File: config.mk
export PLATFORM = sky130hd
export DESIGN_NAME = ahm_bus_master
export DESIGN_NICKNAME = d
export VERILOG_FILES = /design/src/hw/ahm_bus_master.v
export VERILOG_INCLUDE_DIRS = /design/src /design/src/common
export SDC_FILE = /design/constraint.sdc
export NUM_CORES = 1
export LEC_CHECK = 0
export BUFFER_PORTS_ARGS = -buffer_cell sky130_fd_sc_hd__clkbuf_2
export CORE_UTILIZATION = 45
export DETAILED_ROUTE_END_ITERATION = 7
export GPL_TIMING_DRIVEN = 0
export PLACE_DENSITY = 0.7
export SYNTH_ARGS = -nofsm -noshare
export SYNTH_HDL_FRONTEND = slang
export SYNTH_SLANG_ARGS = --single-unit
File: constraint.sdc
create_clock -name clk -period 3.58 [get_ports clk]
set_input_delay 0.537 -clock clk [delete_from_list [all_inputs] [get_ports clk]]
set_output_delay 0.537 -clock clk [all_outputs]
set_load 0.005 [all_outputs]
File: src/common/ahm_defines.vh
`ifndef AHM_DEFINES_VH
`define AHM_DEFINES_VH

`define AHM_TRANS_IDLE    2'h0
`define AHM_TRANS_NONSEQ  2'h1
`define AHM_TRANS_SEQ     2'h2

`define AHM_BURST_SINGLE  3'h0
`define AHM_BURST_INCR    3'h1
`define AHM_BURST_INCR4   3'h3
`define AHM_BURST_INCR8   3'h5

`define AHM_RESP_OKAY     2'h0
`define AHM_RESP_ERROR    2'h1
`define AHM_RESP_RETRY    2'h2
`define AHM_RESP_SPLIT    2'h3

`define AHM_SIZE_BYTE     2'h0
`define AHM_SIZE_HALF     2'h1
`define AHM_SIZE_WORD     2'h2

`define AHM_KIND_SINGLE   2'h0
`define AHM_KIND_INCR4    2'h1
`define AHM_KIND_INCR8    2'h2
`define AHM_KIND_INCR     2'h3

`define AHM_BEATS_INCR4   4'h4
`define AHM_BEATS_INCR8   4'h8

`define AHM_PROT_DATA     0
`define AHM_PROT_SUPER    1
`define AHM_PROT_BUFF     2
`define AHM_PROT_CACHE    3

`define AHM_DBG_MAX       4'hF

`endif

File: src/hw/ahm_bus_master.v
`timescale 1ns/1ps
`include "ahm_defines.vh"

module ahm_bus_master (
    input  wire        clk,
    input  wire        nrst,
    input  wire        bus_edge_enable,
    input  wire        debug_tick_enable,
    input  wire        hgrant,
    input  wire        hready,
    input  wire [1:0]  hresp,
    input  wire [31:0] hrdata,
    output reg         hbusreq,
    output reg         hlock,
    output reg  [31:0] haddr,
    output reg  [1:0]  htrans,
    output reg         hwrite,
    output reg  [2:0]  hsize,
    output reg  [2:0]  hburst,
    output reg  [3:0]  hprot,
    output reg  [31:0] hwdata,
    input  wire        user_req,
    input  wire        user_write,
    input  wire [31:0] user_addr,
    input  wire [1:0]  user_size,
    input  wire [1:0]  user_kind,
    input  wire [3:0]  user_beats,
    input  wire        user_data_access,
    input  wire        user_supervisor,
    input  wire        user_bufferable,
    input  wire        user_cacheable,
    input  wire        atomic_swap_instruction,
    input  wire [31:0] user_wdata,
    output reg         user_wdata_take,
    output reg         user_rdata_valid,
    output reg  [31:0] user_rdata,
    output reg         user_done,
    output reg         user_error,
    output reg         stall_clock_enable_out,
    output reg  [7:0]  debug_beat_count
);

    // Number of beats a request moves; an open increment of zero beats counts as one.
    function [3:0] ahm_beats;
        input [1:0] kind;
        input [3:0] beats;
        begin
            case (kind)
                `AHM_KIND_INCR4: ahm_beats = `AHM_BEATS_INCR4;
                `AHM_KIND_INCR8: ahm_beats = `AHM_BEATS_INCR8;
                `AHM_KIND_INCR:  ahm_beats = (beats == 4'h0) ? 4'h1 : beats;
                default:         ahm_beats = 4'h1;
            endcase
        end
    endfunction

    // Burst code for a request kind; only incrementing forms exist.
    function [2:0] ahm_burst;
        input [1:0] kind;
        begin
            case (kind)
                `AHM_KIND_INCR4: ahm_burst = `AHM_BURST_INCR4;
                `AHM_KIND_INCR8: ahm_burst = `AHM_BURST_INCR8;
                `AHM_KIND_INCR:  ahm_burst = `AHM_BURST_INCR;
                default:         ahm_burst = `AHM_BURST_SINGLE;
            endcase
        end
    endfunction

    // Byte step between beats for a transfer size.
    function [31:0] ahm_step;
        input [1:0] size;
        begin
            case (size)
                `AHM_SIZE_BYTE: ahm_step = 32'h00000001;
                `AHM_SIZE_HALF: ahm_step = 32'h00000002;
                default:        ahm_step = 32'h00000004;
            endcase
        end
    endfunction

    reg        busy;
    reg        req_served;
    reg        cmd_write;
    reg [1:0]  cmd_size;
    reg [1:0]  cmd_kind;
    reg [3:0]  cmd_beats;
    reg        cmd_lock;
    reg [31:0] cur_addr;
    reg [3:0]  addr_left;
    reg [3:0]  data_left;
    reg        dphase;
    reg        dwrite;
    reg [31:0] daddr;
    reg [3:0]  dbg_backlog;
    reg        beat_done;

    wire       resp_bad   = dphase && (hresp != `AHM_RESP_OKAY);
    wire       issue      = busy && hgrant && (addr_left != 4'h0) && !resp_bad;
    wire       seq_next   = (htrans != `AHM_TRANS_IDLE) && (addr_left != cmd_beats);
    wire       keep_lock  = cmd_lock && !cmd_write;
    wire [1:0] size_clamp = (user_size == 2'h3) ? `AHM_SIZE_WORD : user_size;
    wire       dbg_take   = debug_tick_enable && (dbg_backlog != 4'h0);

    // Debug beat counter: completed beats queue in a backlog and drain only on debug ticks.
    always @(posedge clk) begin
        if (!nrst) begin
            dbg_backlog      <= 4'h0;
            debug_beat_count <= 8'h00;
        end else begin
            if (dbg_take) begin
                debug_beat_count <= debug_beat_count + 8'h01;
            end
            if (beat_done && !dbg_take && dbg_backlog != `AHM_DBG_MAX) begin
                dbg_backlog <= dbg_backlog + 4'h1;
            end else if (!beat_done && dbg_take) begin
                dbg_backlog <= dbg_backlog - 4'h1;
            end
        end
    end

    // Everything is registered on the single rising edge, so stretched phases change nothing.
    always @(posedge clk) begin
        if (!nrst) begin
            hbusreq                <= 1'b0;
            hlock                  <= 1'b0;
            haddr                  <= 32'h00000000;
            htrans                 <= `AHM_TRANS_IDLE;
            hwrite                 <= 1'b0;
            hsize                  <= 3'h0;
            hburst                 <= `AHM_BURST_SINGLE;
            hprot                  <= 4'h0;
            hwdata                 <= 32'h00000000;
            user_wdata_take        <= 1'b0;
            user_rdata_valid       <= 1'b0;
            user_rdata             <= 32'h00000000;
            user_done              <= 1'b0;
            user_error             <= 1'b0;
            stall_clock_enable_out <= 1'b1;
            busy                   <= 1'b0;
            req_served             <= 1'b0;
            cmd_write              <= 1'b0;
            cmd_size               <= 2'h0;
            cmd_kind               <= 2'h0;
            cmd_beats              <= 4'h0;
            cmd_lock               <= 1'b0;
            cur_addr               <= 32'h00000000;
            addr_left              <= 4'h0;
            data_left              <= 4'h0;
            dphase                 <= 1'b0;
            dwrite                 <= 1'b0;
            daddr                  <= 32'h00000000;
            beat_done              <= 1'b0;
        end else begin
            user_wdata_take  <= 1'b0;
            user_rdata_valid <= 1'b0;
            user_done        <= 1'b0;
            user_error       <= 1'b0;
            beat_done        <= 1'b0;
            if (!user_req) begin
                req_served <= 1'b0;
            end
            // Off bus edges nothing on the bus side moves and no bus input is looked at.
            if (bus_edge_enable) begin
                if (hready) begin
                    if (dphase) begin
                        case (hresp)
                            `AHM_RESP_OKAY: begin
                                beat_done <= 1'b1;
                                if (!dwrite) begin
                                    user_rdata       <= hrdata;
                                    user_rdata_valid <= 1'b1;
                                end
                                data_left <= data_left - 4'h1;
                                if (data_left == 4'h1) begin
                                    busy                   <= 1'b0;
                                    user_done              <= 1'b1;
                                    req_served             <= 1'b1;
                                    stall_clock_enable_out <= 1'b1;
                                    hbusreq                <= keep_lock;
                                    hlock                  <= keep_lock;
                                end
                            end
                            `AHM_RESP_ERROR: begin
                                busy                   <= 1'b0;
                                user_done              <= 1'b1;
                                user_error             <= 1'b1;
                                req_served             <= 1'b1;
                                stall_clock_enable_out <= 1'b1;
                                hbusreq                <= 1'b0;
                                hlock                  <= 1'b0;
                            end
                            default: begin
                                // Retry and split rewind to the refused beat and reissue it.
                                cur_addr  <= daddr;
                                addr_left <= data_left;
                            end
                        endcase
                    end
                    dphase <= (htrans != `AHM_TRANS_IDLE);
                    dwrite <= hwrite;
                    daddr  <= haddr;
                    if (htrans != `AHM_TRANS_IDLE && hwrite) begin
                        hwdata          <= user_wdata;
                        user_wdata_take <= 1'b1;
                    end
                    if (issue) begin
                        haddr     <= cur_addr;
                        cur_addr  <= cur_addr + ahm_step(cmd_size);
                        addr_left <= addr_left - 4'h1;
                        if (seq_next) begin
                            htrans <= `AHM_TRANS_SEQ;
                        end else begin
                            htrans <= `AHM_TRANS_NONSEQ;
                            // A burst broken by lost grant or retry resumes as an open increment.
                            if (addr_left == cmd_beats) begin
                                hburst <= ahm_burst(cmd_kind);
                            end else begin
                                hburst <= `AHM_BURST_INCR;
                            end
                        end
                    end else begin
                        htrans <= `AHM_TRANS_IDLE;
                    end
                end else if (resp_bad) begin
                    // First cycle of a two-cycle response cancels the pending address.
                    htrans <= `AHM_TRANS_IDLE;
                end
                if (!busy && user_req && !req_served) begin
                    busy                   <= 1'b1;
                    stall_clock_enable_out <= 1'b0;
                    hbusreq                <= 1'b1;
                    hlock                  <= atomic_swap_instruction;
                    cmd_write              <= user_write;
                    cmd_size               <= size_clamp;
                    cmd_kind               <= user_kind;
                    cmd_beats              <= ahm_beats(user_kind, user_beats);
                    cmd_lock               <= atomic_swap_instruction;
                    cur_addr               <= user_addr;
                    addr_left              <= ahm_beats(user_kind, user_beats);
                    data_left              <= ahm_beats(user_kind, user_beats);
                    hwrite                 <= user_write;
                    hsize                  <= {1'b0, size_clamp};
                    hprot[`AHM_PROT_DATA]  <= user_data_access;
                    hprot[`AHM_PROT_SUPER] <= user_supervisor;
                    hprot[`AHM_PROT_BUFF]  <= user_bufferable;
                    hprot[`AHM_PROT_CACHE] <= user_cacheable;
                end else if (!busy && hlock && !atomic_swap_instruction) begin
                    // A swap abandoned after its read must not hold the bus forever.
                    hlock   <= 1'b0;
                    hbusreq <= 1'b0;
                end
            end
        end
    end

endmodule // ahm_bus_master

* Yosys cells after proc, flatten, opt, wreduce, memory -nomap -nowiden
Cells that the tools add are included.
** Storage, ports and cells
- Register bits after elaboration :: 211
- Latch bits :: 0
- RAM bits :: 0
- Memory bits (read-only) :: 0
- Output and inout port bits :: 124
- Word-level logic and storage cells :: 166
- Memories :: 0
** Operators by class
- Add/sub/neg operators :: 6
- Multipliers :: 0
- Divide/modulo/power cells :: 0
- $lt $le $gt $ge :: 0
- Eq/ne operators :: 16
- Shifts and indexed selects :: 0
- Mux-type cells :: 59
- Bitwise operators :: 2
- Reductions and logical operators :: 54
** Operator list (count)
- $mux 32 :: 9
- $mux 4 :: 12
- $add 32x32->32 :: 1
- $mux 1 :: 24
- $reduce_and 5->1 :: 4
- $reduce_and 4->1 :: 4
- $logic_and 1x1->1 :: 15
- $reduce_bool 2->1 :: 7
- $pmux 4 s3 :: 1
- $reduce_bool 3->1 :: 4
- $reduce_bool 4->1 :: 3
- $sub 4x1->4 const B :: 3
- $eq 2x2->1 const B :: 5
- $mux 2 :: 5
- $pmux 1 s2 :: 5
- $pmux 3 s3 :: 1
- $reduce_and 3->1 :: 3
- $add 8x1->8 const B :: 1
- $eq 2x1->1 const B :: 4
- $ne 4x4->1 const B :: 2
- $logic_not 1->1 :: 7
- $pmux 3 s2 :: 1
- $reduce_and 2->1 :: 3
- $add 4x1->4 const B :: 1
- 10 further kinds :: 12

* Depth between registers and ports, before layout
Gate-level depths: netlist of run 1.
- Depth after elaboration :: 12
- Depth in mapped cells :: 10
- Depth with buffers taken out :: 9

* Worst setup path before layout of run 1
No wires, ideal clock.
- Path kind :: flip-flop to flip-flop
- Start :: register cmd_size[1]
- End :: register cur_addr[18]
- Setup time :: 0.124 ns
- Arrival :: 2.117 ns
- Required time :: 3.456 ns
- Path slack :: 1.339 ns
- Cell stages (with the launch flop) :: 10
- Path through :: dfxtp_1 > nor2_1 > ha_1 > fa_1 > a21oi_1 > or4_4 > nor2_2 > and4b_1 > a221oi_1 > o22ai_1
** Between the ends
- Cells in the longest elaborated chain, start to end :: 10
- Elaborated cells between the ends (all ways) :: 11
** RTL lines
- start, declared :: RTL line ahm_bus_master.v:85 : reg [1:0] cmd_size;
- start signal, assigned :: RTL line ahm_bus_master.v:235 : cmd_size <= size_clamp;
- $eq 2x1->1 or $logic_not 2->1 (tied branches) :: RTL line ahm_bus_master.v:74 : case (size)
- $pmux 3 s2 * :: RTL line ahm_bus_master.v:74
- $mux 32 * :: RTL line ahm_bus_master.v:207 : if (issue) begin
- $mux 32 * :: RTL line ahm_bus_master.v:165 : if (hready) begin
- $mux 32 * :: RTL line ahm_bus_master.v:164 : if (bus_edge_enable) begin
- $mux 32 * :: RTL line ahm_bus_master.v:124 : if (!nrst) begin
- $add 32x32->32 * :: RTL line ahm_bus_master.v:209 : cur_addr <= cur_addr + ahm_step(cmd_size);
- $mux 32 * :: RTL line ahm_bus_master.v:207
- $mux 32 * :: RTL line ahm_bus_master.v:165
- $mux 32 * :: RTL line ahm_bus_master.v:229 : if (!busy && user_req && !req_served) begin
- end signal, assigned :: RTL line ahm_bus_master.v:195 : cur_addr <= daddr;
- end signal, assigned :: RTL line ahm_bus_master.v:209
- end signal, assigned :: RTL line ahm_bus_master.v:239 : cur_addr <= user_addr;
- end, declared :: RTL line ahm_bus_master.v:89 : reg [31:0] cur_addr;
Mark *: on every way between the ends. The rest lies on a longest branch, timed or not. The select of a mux whose other input is x is not followed.
A chain may end at the register's enable or synchronous reset.

* Worst setup path in the final report of run 1
- Start :: register addr_left[0]
- End :: register haddr[26]
** Between the ends
- Cells in the longest elaborated chain, start to end :: 4
** RTL lines
- start, declared :: RTL line ahm_bus_master.v:90 : reg [3:0] addr_left;
- start signal, assigned :: RTL line ahm_bus_master.v:196 : addr_left <= data_left;
- start signal, assigned :: RTL line ahm_bus_master.v:210 : addr_left <= addr_left - 4'h1;
- start signal, assigned :: RTL line ahm_bus_master.v:240 : addr_left <= ahm_beats(user_kind, user_beats);
- $reduce_bool 4->1 :: RTL line ahm_bus_master.v:99 : wire issue = busy && hgrant && (addr_left != 4'h0) && !resp_bad;
- $logic_and 1x1->1 (2 in a row) :: RTL line ahm_bus_master.v:99
- $reduce_and 3->1 (no line)
- end signal, assigned :: RTL line ahm_bus_master.v:208 : haddr <= cur_addr;
- end, declared :: RTL line ahm_bus_master.v:15 : output reg [31:0] haddr,
No other way between the ends.

==> impl_metrics.py, run 1 <==
metrics = {
    "layout": {
        "fillers": 1912,
        "layout_commonest_cell": "nand2_1",
        "diodes": 0,
        "final_nets": 1574,
        "final_cell_mix": "331 x nand2_1, 242 x clkbuf_2, 211 x dfxtp_1",
        "drive_gt1_frac": 0.222,
        "area_delta_synth_final_pct": 26.7,
    },
    "timing": {
        "finalHoldViolCount": 0,
        "slew_violations": 0,
        "clock_skew_ns": 0.0154,
        "fmaxAchievable_mhz": 333,
        "maxSlewHeadroom": 0.435,
        "final.setup.tns_ns": 0,
        "setup_viol": 0,
        "tightest_slew_ns": 0.848,
        "period_minus_slack_ns": 3.00,
        "rsz0062_at_grt": "no",
        "timing.final.crit_share": 0.838,
    },
    "setup_path": {
        "path_common_cell": "nand2_1",
        "slowest_stage": "nor3_1",
        "crit_family": "simple AND/OR/NAND/NOR gates",
        "cp-startpoint": "addr_left[0]",
        "endpoint": "haddr[26]",
        "path_depth": 9,
        "rr_worst_depth": 9,
        "start_kind": "flop",
        "crit_chain": "inv_1, ha_1, nor3b_1, nor3_1, buf_2, nand2_1, clkbuf_1, nand2_1, a21oi_1",
        "worstReg2RegEnd": "haddr[26]",
        "setup.worst_path.class": "flop to flop",
        "crit_path_max_fanout": 10,
        "slowest_delay_ns": 0.61,
        "worst_ep_arrival_time_ns": 3.38,
        "reg2reg_from": "addr_left[0]",
        "critical_path_required_ns": 3.96,
        "crit_buf_inv": 3,
        "end_kind": "flop",
        "regToRegSetupSlack_ns": 0.58,
    },
    "global_routing": {
        "grt-ovfl-total": 0,
        "grt_max_degree": 14,
        "grt_first_pass_wirelength_um": 47500,
        "track_usage": 0.298,
        "grt_pass1_vias": 8699,
        "antenna_found_initial": 0,
    },
    "clocking": {
        "cts_tree": "built",
        "root_buffer": "clkbuf_16",
        "clockBufferDepth": 3,
        "clk_pin_slew_ns": 0.06,
        "ctsResizeCount": 0,
        "htree_num_levels": 1,
        "postCtsHoldBufs": 0,
        "clk_latency_ns": 0.53,
        "cts_buffers": 24,
        "postCtsSetupRepairBufs": 0,
        "cts_sinks": 211,
    },
    "synthesis": {
        "yosys_most_used_dff": "dfxtp_1",
        "ys_seq_area_frac": 0.465,
        "ys_top_cells_by_area": "dfxtp_1 47%, nand2_1 14%, a21oi_1 11%, o21ai_0 3.3%, nor2_1 2.6%",
        "synth_cells": 1177,
        "synth_cell_types": 66,
        "async_reset_ff_frac": 0,
        "synth-seq-cells": 211,
        "yosysTopAreaCell": "dfxtp_1",
        "synth_fp_nets": 1307,
        "synth_warnings": 0,
        "synthesis.area_um2": 9080,
        "yosysTopAreaCellShare": 0.465,
        "synth_edf_count": 0,
        "syn_area_per_cell_um2": 7.71,
    },
    "floorplanning": {
        "die_w_um": 144,
        "dieArea_um2": 20800,
        "start_util": 0.463,
        "core-area_um2": 19600,
        "rows": 51,
        "die_h_um": 144,
        "ios": 243,
    },
    "drt": {
        "postRouteAntennaNets": 0,
        "post_drt_wl_per_cell_um": 18.1,
        "via_count": 9447,
        "viasPerCell": 5.47,
        "drc": 0,
        "routed_wl_um": 31200,
        "dr.pass1.iters": 5,
        "drt-initial-drc-count": 722,
    },
    "placed_design": {
        "post-dp-hpwl_um": 22800,
        "placement.io_buffers": 241,
        "gp_congestion": 0.911,
    },
    "power": {
        "leakage_nw": 4.54,
        "ir_drop_v": 0.000340,
        "power.density_nw_per_um2": 500,
        "power_mw": 5.75,
    },
    "status": {
        "status": "completed",
    },
    "hold_path": {
        "hold_path.class": "input pin to flop",
    },
    "run": {
        "drv_cap": 0,
    },
}
Yosys cell counts, drive strengths merged (9+ instances only):
library cell,count
inv,12
nand3,21
nor2,65
ha,9
xor2,11
a211oi,10
nand4,12
nor3,18
buf,25
dfxtp,211
clkbuf,57
o21ai,60
xnor2,13
a21oi,205
nand2,331
worst min path at each step:
stage,start,end,slack [ns],cells after the start
floorplan,cmd_lock,cmd_lock,0.43,2
global placement,cmd_lock,cmd_lock,0.44,2
detailed placement,hburst[1],hburst[1],0.44,2
CTS,hrdata[31],user_rdata[31],0.23,3
global route,user_wdata[28],hwdata[28],0.23,3
finish,hrdata[31],user_rdata[31],0.24,3
report_power, final:
| part | internal [mW] | total [mW] | switching (mW) |
|---|---|---|---|
| Combinational | 0.219 | 0.564 | 0.345 |
| Clock | 1.70 | 2.70 | 0.999 |
| Sequential | 2.41 | 2.48 | 0.0733 |
through the flow:
stage | util | setup WS, ns | hold WS, ns | cells | instance area, um2
finish | 0.587 | 0.579 | 0.235 | 1727 | 11500
global route | 0.587 | 0.463 | 0.231 | 1727 | 11500
CTS | 0.587 | 0.672 | 0.228 | 1727 | 11500
detailed placement | 0.542 | 0.681 | 0.444 | 1683 | 10600
global placement | 0.542 | 0.701 | 0.439 | 1683 | 10600
floorplan | - | 1.34 | 0.431 | 1177 | 9080
worst register-to-register path, stage by stage (launching register included):
cell and delay, ns:
dfxtp_1 0.42, inv_1 0.07, ha_1 0.22, nor3b_1 0.16, nor3_1 0.61, buf_2 0.38, nand2_1 0.37, clkbuf_1 0.40
nand2_1 0.17, a21oi_1 0.08
cells by family (layout without fill, tap and decap cells):
kind of cell / after synthesis / in the layout / synth area share
simple gates: 502 / 502 / 0.245
compound gates: 328 / 328 / 0.200
other cells: 1 / 1 / 0.000413
fa+ha+maj: 11 / 11 / 0.0168
xor+xnor: 24 / 24 / 0.0231
mux: 6 / 6 / 0.00675
buf+inv: 94 / 379 / 0.0429
flops: 211 / 211 / 0.465
cell type report:
class	count	area, um2	share of cell area
Sequential cell	211	4220	0.367
Buffer	82	344	0.0299
Multi-Input combinational cell	872	4470	0.388
Inverter	12	45.0	0.00392
Timing Repair Buffer	241	1210	0.105
Clock inverter	9	150	0.0131
Clock buffer	35	733	0.0638
Tap cell	265	332	0.0288
metal layers:
metal / share of wire / global-route usage / wire length (um)
met1: 0.42 / 0.397 / 13000
met2: 0.45 / 0.472 / 14200
met3: 0.11 / 0.0755 / 3290
met4: 0.024 / 0.0918 / 742
met5: 0 / 0 / 0
state kept, by name, indices dropped and copies added (netlist names), 8 cells and up:
signal,cells
haddr,32
hwdata,32
debug_beat_count,8
user_rdata,32
cur_addr,32
daddr,32
No activity file was read; power rests on OpenSTA's default activity.
==> inputs of run 2 (changes only) <==
- clock period: 3.58 -> 3.1 ns (I/O delays scaled with it)
==> run 2 against run 1 <==
Against the previous run:
- sequential power up 16%
- clock skew up 0.0011 ns
- non-clock buffer count unchanged
- sequential share of layout area about the same
- via count about the same
- total power up 15%
- die area unchanged
- final cell count unchanged
- critical path depth unchanged
- maximum frequency up 6.6%
- critical path type unchanged
- critical endpoint is now haddr[2]
- highest routed layer unchanged
==> impl_metrics.py, run 2 (synthesized netlist as in run 1, its figures left out) <==
metrics = {
    "status": {
        "status": "completed",
    },
    "clocking": {
        "cts_buffers": 24,
        "clk_latency_ns": 0.53,
        "cts_tree": "built",
        "root_buffer": "clkbuf_16",
        "cts_sinks": 211,
        "clockBufferDepth": 3,
        "htree_num_levels": 1,
        "postCtsHoldBufs": 0,
        "clk_pin_slew_ns": 0.06,
    },
    "setup_path": {
        "rr_worst_depth": 9,
        "critical_path_required_ns": 3.55,
        "regToRegSetupSlack_ns": 0.28,
        "slowest_delay_ns": 0.49,
        "slowest_stage": "nor2_2",
        "path_common_cell": "clkbuf_1",
        "end_kind": "flop",
        "setup.worst_path.class": "flop to flop",
        "worst_ep_arrival_time_ns": 3.27,
        "cp-startpoint": "addr_left[0]",
        "endpoint": "haddr[2]",
        "crit_path_max_fanout": 10,
        "start_kind": "flop",
        "reg2reg_from": "addr_left[0]",
        "worstReg2RegEnd": "haddr[2]",
        "crit_chain": "inv_1, ha_1, nor3b_1, or3_1, clkbuf_1, nor2_2, clkbuf_1, nand2_1, a21oi_1",
    },
    "floorplanning": {
        "core-area_um2": 19600,
        "dieArea_um2": 20800,
        "die_w_um": 144,
        "die_h_um": 144,
        "rows": 51,
        "ios": 243,
        "start_util": 0.463,
    },
    "power": {
        "ir_drop_v": 0.000393,
        "leakage_nw": 4.54,
        "clockPowerShare": 0.470,
        "power.density_nw_per_um2": 577,
        "sw_frac_of_total": 0.246,
        "power_mw": 6.64,
        "p_int_mw": 5.00,
        "power.switching_mw": 1.64,
        "p_comb_frac": 0.098,
        "seqPwrFrac": 0.432,
    },
    "timing": {
        "slew_violations": 0,
        "final.setup.tns_ns": 0,
        "timing.hold.ws_ns": 0.162,
        "tightest_slew_ns": 0.843,
        "period_minus_slack_ns": 2.82,
        "rsz0062_at_grt": "no",
        "maxSlewHeadroom": 0.438,
        "setup_ws_ns": 0.285,
        "fmaxAchievable_mhz": 355,
        "clock_skew_ns": 0.0165,
        "finalHoldViolCount": 0,
        "setup_viol": 0,
        "timing.final.crit_share": 0.908,
    },
    "drt": {
        "drc": 0,
        "drt-initial-drc-count": 729,
        "via_count": 9443,
        "post_drt_wl_per_cell_um": 18.1,
        "postRouteAntennaNets": 0,
        "dr.pass1.iters": 5,
        "viasPerCell": 5.47,
        "routed_wl_um": 31200,
    },
    "placed_design": {
        "pre_cts_ws_ns": 0.201,
        "post-dp-hpwl_um": 22800,
        "placement.io_buffers": 241,
        "gp_congestion": 0.911,
    },
    "layout": {
        "final_util": 0.587,
        "drive_gt1_frac": 0.222,
        "final_cell_mix": "331 x nand2_1, 242 x clkbuf_2, 211 x dfxtp_1",
        "final_nets": 1574,
        "layout_commonest_cell": "nand2_1",
        "fillers": 1911,
        "area_delta_synth_final_pct": 26.7,
        "diodes": 0,
    },
    "global_routing": {
        "grt_first_pass_wirelength_um": 47500,
        "antenna_found_initial": 0,
        "grt_max_degree": 14,
        "track_usage": 0.298,
        "grt-ovfl-total": 0,
        "grt_pass1_vias": 8699,
    },
    "hold_path": {
        "hold_path.class": "input pin to flop",
    },
    "run": {
        "drv_cap": 0,
    },
}
run 2: cell count changes in the layout (fill, tap and decap cells not counted):
cell,change
nor3_1,-1
nor3_2,+1
run 2: worst min path at each step:
stage / startpoint / to / slack [ns] / cells after the start
floorplan: cmd_lock / cmd_lock / 0.43 / 2
global placement: cmd_lock / cmd_lock / 0.44 / 2
detailed placement: hburst[1] / hburst[1] / 0.44 / 2
CTS: hrdata[31] / user_rdata[31] / 0.16 / 3
global route: user_wdata[28] / hwdata[28] / 0.16 / 3
finish: user_wdata[8] / hwdata[8] / 0.16 / 3
run 2: cell type report:
cell class / count / area (um2) / area share
Buffer: 82 / 344 / 0.0299
Inverter: 12 / 45.0 / 0.00391
Sequential cell: 211 / 4220 / 0.367
Clock inverter: 9 / 150 / 0.0130
Multi-Input combinational cell: 872 / 4470 / 0.389
Clock buffer: 35 / 733 / 0.0637
Tap cell: 265 / 332 / 0.0288
Timing Repair Buffer: 241 / 1210 / 0.105
run 2: repair_timing:
| action | in CTS | in global routing |
|---|---|---|
| buffers inserted | 0 | 0 |
| setup endpoints to repair | 0 | 5 |
| resized for setup | 0 | 1 |
run 2: critical path, delay by kind of cell, from the launching register on:
kind,cells,cell delay [ns]
AOI/OAI and AO/OA,1,0.14
adders and majority gates,1,0.22
buffers and inverters,3,0.80
DFF,1,0.43
and+or+nand+nor,4,1.15
run 2: metal layers:
metal  wire length (um)  GRT usage
met5                  0          0
met4                797     0.0918
met3               3300     0.0755
met2              14100      0.472
met1              13000      0.397
run 2: power by group through the flow:
stage               Sequential, mW  Combinational [mW]  Clock (mW)
global placement              2.92               0.625           0
CTS                           2.86               0.641        3.15
finish                        2.87               0.652        3.12
detailed placement            2.92               0.633           0
global route                  2.88               0.710        3.28
floorplan                     2.90               0.387           0
run 2: metrics by stage:
stage / area [um2] / std cells
2_1_floorplan: 9080 / 1177
3_3_place_gp: 10600 / 1683
3_5_place_dp: 10600 / 1683
4_1_cts: 11500 / 1727
5_1_grt: 11500 / 1727
6_report: 11500 / 1727
==> inputs of run 3 (changes only) <==
- PLACE_DENSITY: 0.7 -> 0.72
- clock period: 3.1 -> 2.8 ns (I/O delays scaled with it)
==> run 3 against run 2 <==
Against the previous run:
- clock skew is 0.0088 ns higher
- final cell count is 0.17% higher
- sequential share of layout area is 0.21 points higher
- register-to-register slack worse by 0.20 ns
==> impl_metrics.py, run 3 (synthesized netlist as in run 1, its figures left out) <==
metrics = {
    "status": {
        "status": "completed",
    },
    "timing": {
        "period_minus_slack_ns": 2.72,
        "setup_ws_ns": 0.0823,
        "setup_viol": 0,
        "final.setup.tns_ns": 0,
        "tightest_slew_ns": 0.879,
        "timing.final.crit_share": 0.971,
        "clock_skew_ns": 0.0253,
        "maxSlewHeadroom": 0.414,
        "fmaxAchievable_mhz": 368,
        "slew_violations": 0,
        "finalHoldViolCount": 0,
    },
    "floorplanning": {
        "rows": 51,
        "die_w_um": 144,
        "ios": 243,
        "dieArea_um2": 20800,
        "core-area_um2": 19600,
        "start_util": 0.463,
        "die_h_um": 144,
    },
    "hold_path": {
        "hold_path.class": "input pin to flop",
        "min_to": "hwdata[9]",
        "holdPathStages": 3,
        "hold_start": "user_wdata[9]",
    },
    "layout": {
        "diodes": 0,
        "final_cell_mix": "331 x nand2_1, 244 x clkbuf_2, 211 x dfxtp_1",
        "layout_commonest_cell": "nand2_1",
        "final_nets": 1577,
        "finalNonFillerCells": 1730,
        "drive_gt1_frac": 0.222,
        "area_delta_synth_final_pct": 26.0,
    },
    "power": {
        "leakage_nw": 4.52,
        "p_comb_frac": 0.102,
        "clockPowerShare": 0.448,
        "p_int_mw": 5.25,
        "ir_drop_v": 0.000445,
        "power.density_nw_per_um2": 617,
        "seqPwrFrac": 0.450,
        "power.switching_mw": 1.81,
        "sw_frac_of_total": 0.256,
    },
    "clocking": {
        "clockBufferDepth": 3,
        "cts_tree": "built",
        "htree_num_levels": 1,
        "root_buffer": "clkbuf_16",
        "cts_sinks": 211,
        "clk_latency_ns": 0.53,
        "cts_buffers": 24,
        "clk_pin_slew_ns": 0.06,
    },
    "drt": {
        "dr.pass1.iters": 5,
        "postRouteAntennaNets": 0,
        "routed_wl_um": 31100,
        "via_count": 9526,
        "drc": 0,
        "viasPerCell": 5.51,
        "drt-initial-drc-count": 715,
        "post_drt_wl_per_cell_um": 18.0,
    },
    "placed_design": {
        "gp_congestion": 0.925,
        "pre_cts_ws_ns": -0.184,
        "post-dp-hpwl_um": 22500,
        "place_inst": 1683,
        "placement.io_buffers": 241,
    },
    "global_routing": {
        "track_usage": 0.297,
        "grt-ovfl-total": 0,
        "antenna_found_initial": 0,
        "grt_pass1_vias": 8904,
        "grt_first_pass_wirelength_um": 47600,
        "grt_max_degree": 13,
    },
    "setup_path": {
        "regToRegSetupSlack_ns": 0.08,
        "end_kind": "flop",
        "reg2reg_from": "addr_left[0]",
        "worst_ep_arrival_time_ns": 3.17,
        "start_kind": "flop",
        "critical_path_required_ns": 3.26,
        "crit_path_max_fanout": 10,
        "worstReg2RegEnd": "haddr[3]",
        "setup.worst_path.class": "flop to flop",
        "rr_worst_depth": 9,
    },
    "run": {
        "drv_cap": 0,
    },
}
-- run 3: cell count changes in the layout (fill, tap and decap cells not counted) --
cell and change:
clkinvlp_4 -2, bufinv_16 -3, clkbuf_8 -1, inv_6 +1, clkbuf_2 +2, buf_4 +3, clkbuf_1 +3
-- run 3: cell type report --
type / count / area, um2
plain buffers: 82 / 347
clock buffers: 39 / 738
flip-flops and latches: 211 / 4220
multi-input cells: 872 / 4470
repair buffers: 244 / 1230
clock inverters: 5 / 53.8
fillers: 1834 / 8150
inverters: 12 / 45.0
well taps: 265 / 332
-- run 3: repair_timing --
item                       CTS  global route
pin swaps                    0             1
hold buffers                 0             0
setup endpoints to repair   31            33
setup buffers                0             3
gates resized for setup      1             4
-- run 3: per-layer routing --
layer	share of wire	wire length [um]	track usage	vias up
met4	0.036	1120	0.129	0
met1	0.40	12600	0.383	4382
met3	0.11	3280	0.0762	87
li1	-	-	-	4552
met5	0	0	0	-
met2	0.45	14100	0.469	505
-- run 3: how the worst max path moves through the flow --
stage | from | end | depth (start not counted)
floorplan | cmd_size[1] | cur_addr[18] | 9
global placement | addr_left[0] | haddr[27] | 9
detailed placement | addr_left[0] | haddr[3] | 9
CTS | addr_left[0] | haddr[30] | 9
global route | addr_left[0] | haddr[8] | 9
finish | addr_left[0] | haddr[3] | 9
-- run 3: through the flow --
step / hold slack (ns) / area [um2] / util / total power [mW]
after floorplan: 0.431 / 9080 / - / 3.65
after global placement: 0.440 / 10600 / 0.542 / 3.93
after detailed placement: 0.445 / 10600 / 0.542 / 3.94
after CTS: 0.0957 / 11400 / 0.583 / 7.07
after global routing: 0.116 / 11400 / 0.584 / 7.28
final: 0.108 / 11400 / 0.584 / 7.06
-- run 3: power by group through the flow --
stage | clock network, mW | logic, mW | registers, mW
after floorplan | 0 | 0.429 | 3.22
after detailed placement | 0 | 0.698 | 3.24
after CTS | 3.19 | 0.705 | 3.17
final | 3.16 | 0.718 | 3.18
after global routing | 3.30 | 0.791 | 3.19
after global placement | 0 | 0.693 | 3.24
-- run 3: worst max-delay path, cell delays in order, from the launching register on --
cell,delay [ns]
dfxtp_1,0.43
inv_1,0.07
ha_1,0.23
nor3b_1,0.17
or3_1,0.35
clkbuf_1,0.24
nor2_2,0.44
clkbuf_1,0.42
nand2_1,0.14
a21oi_1,0.14
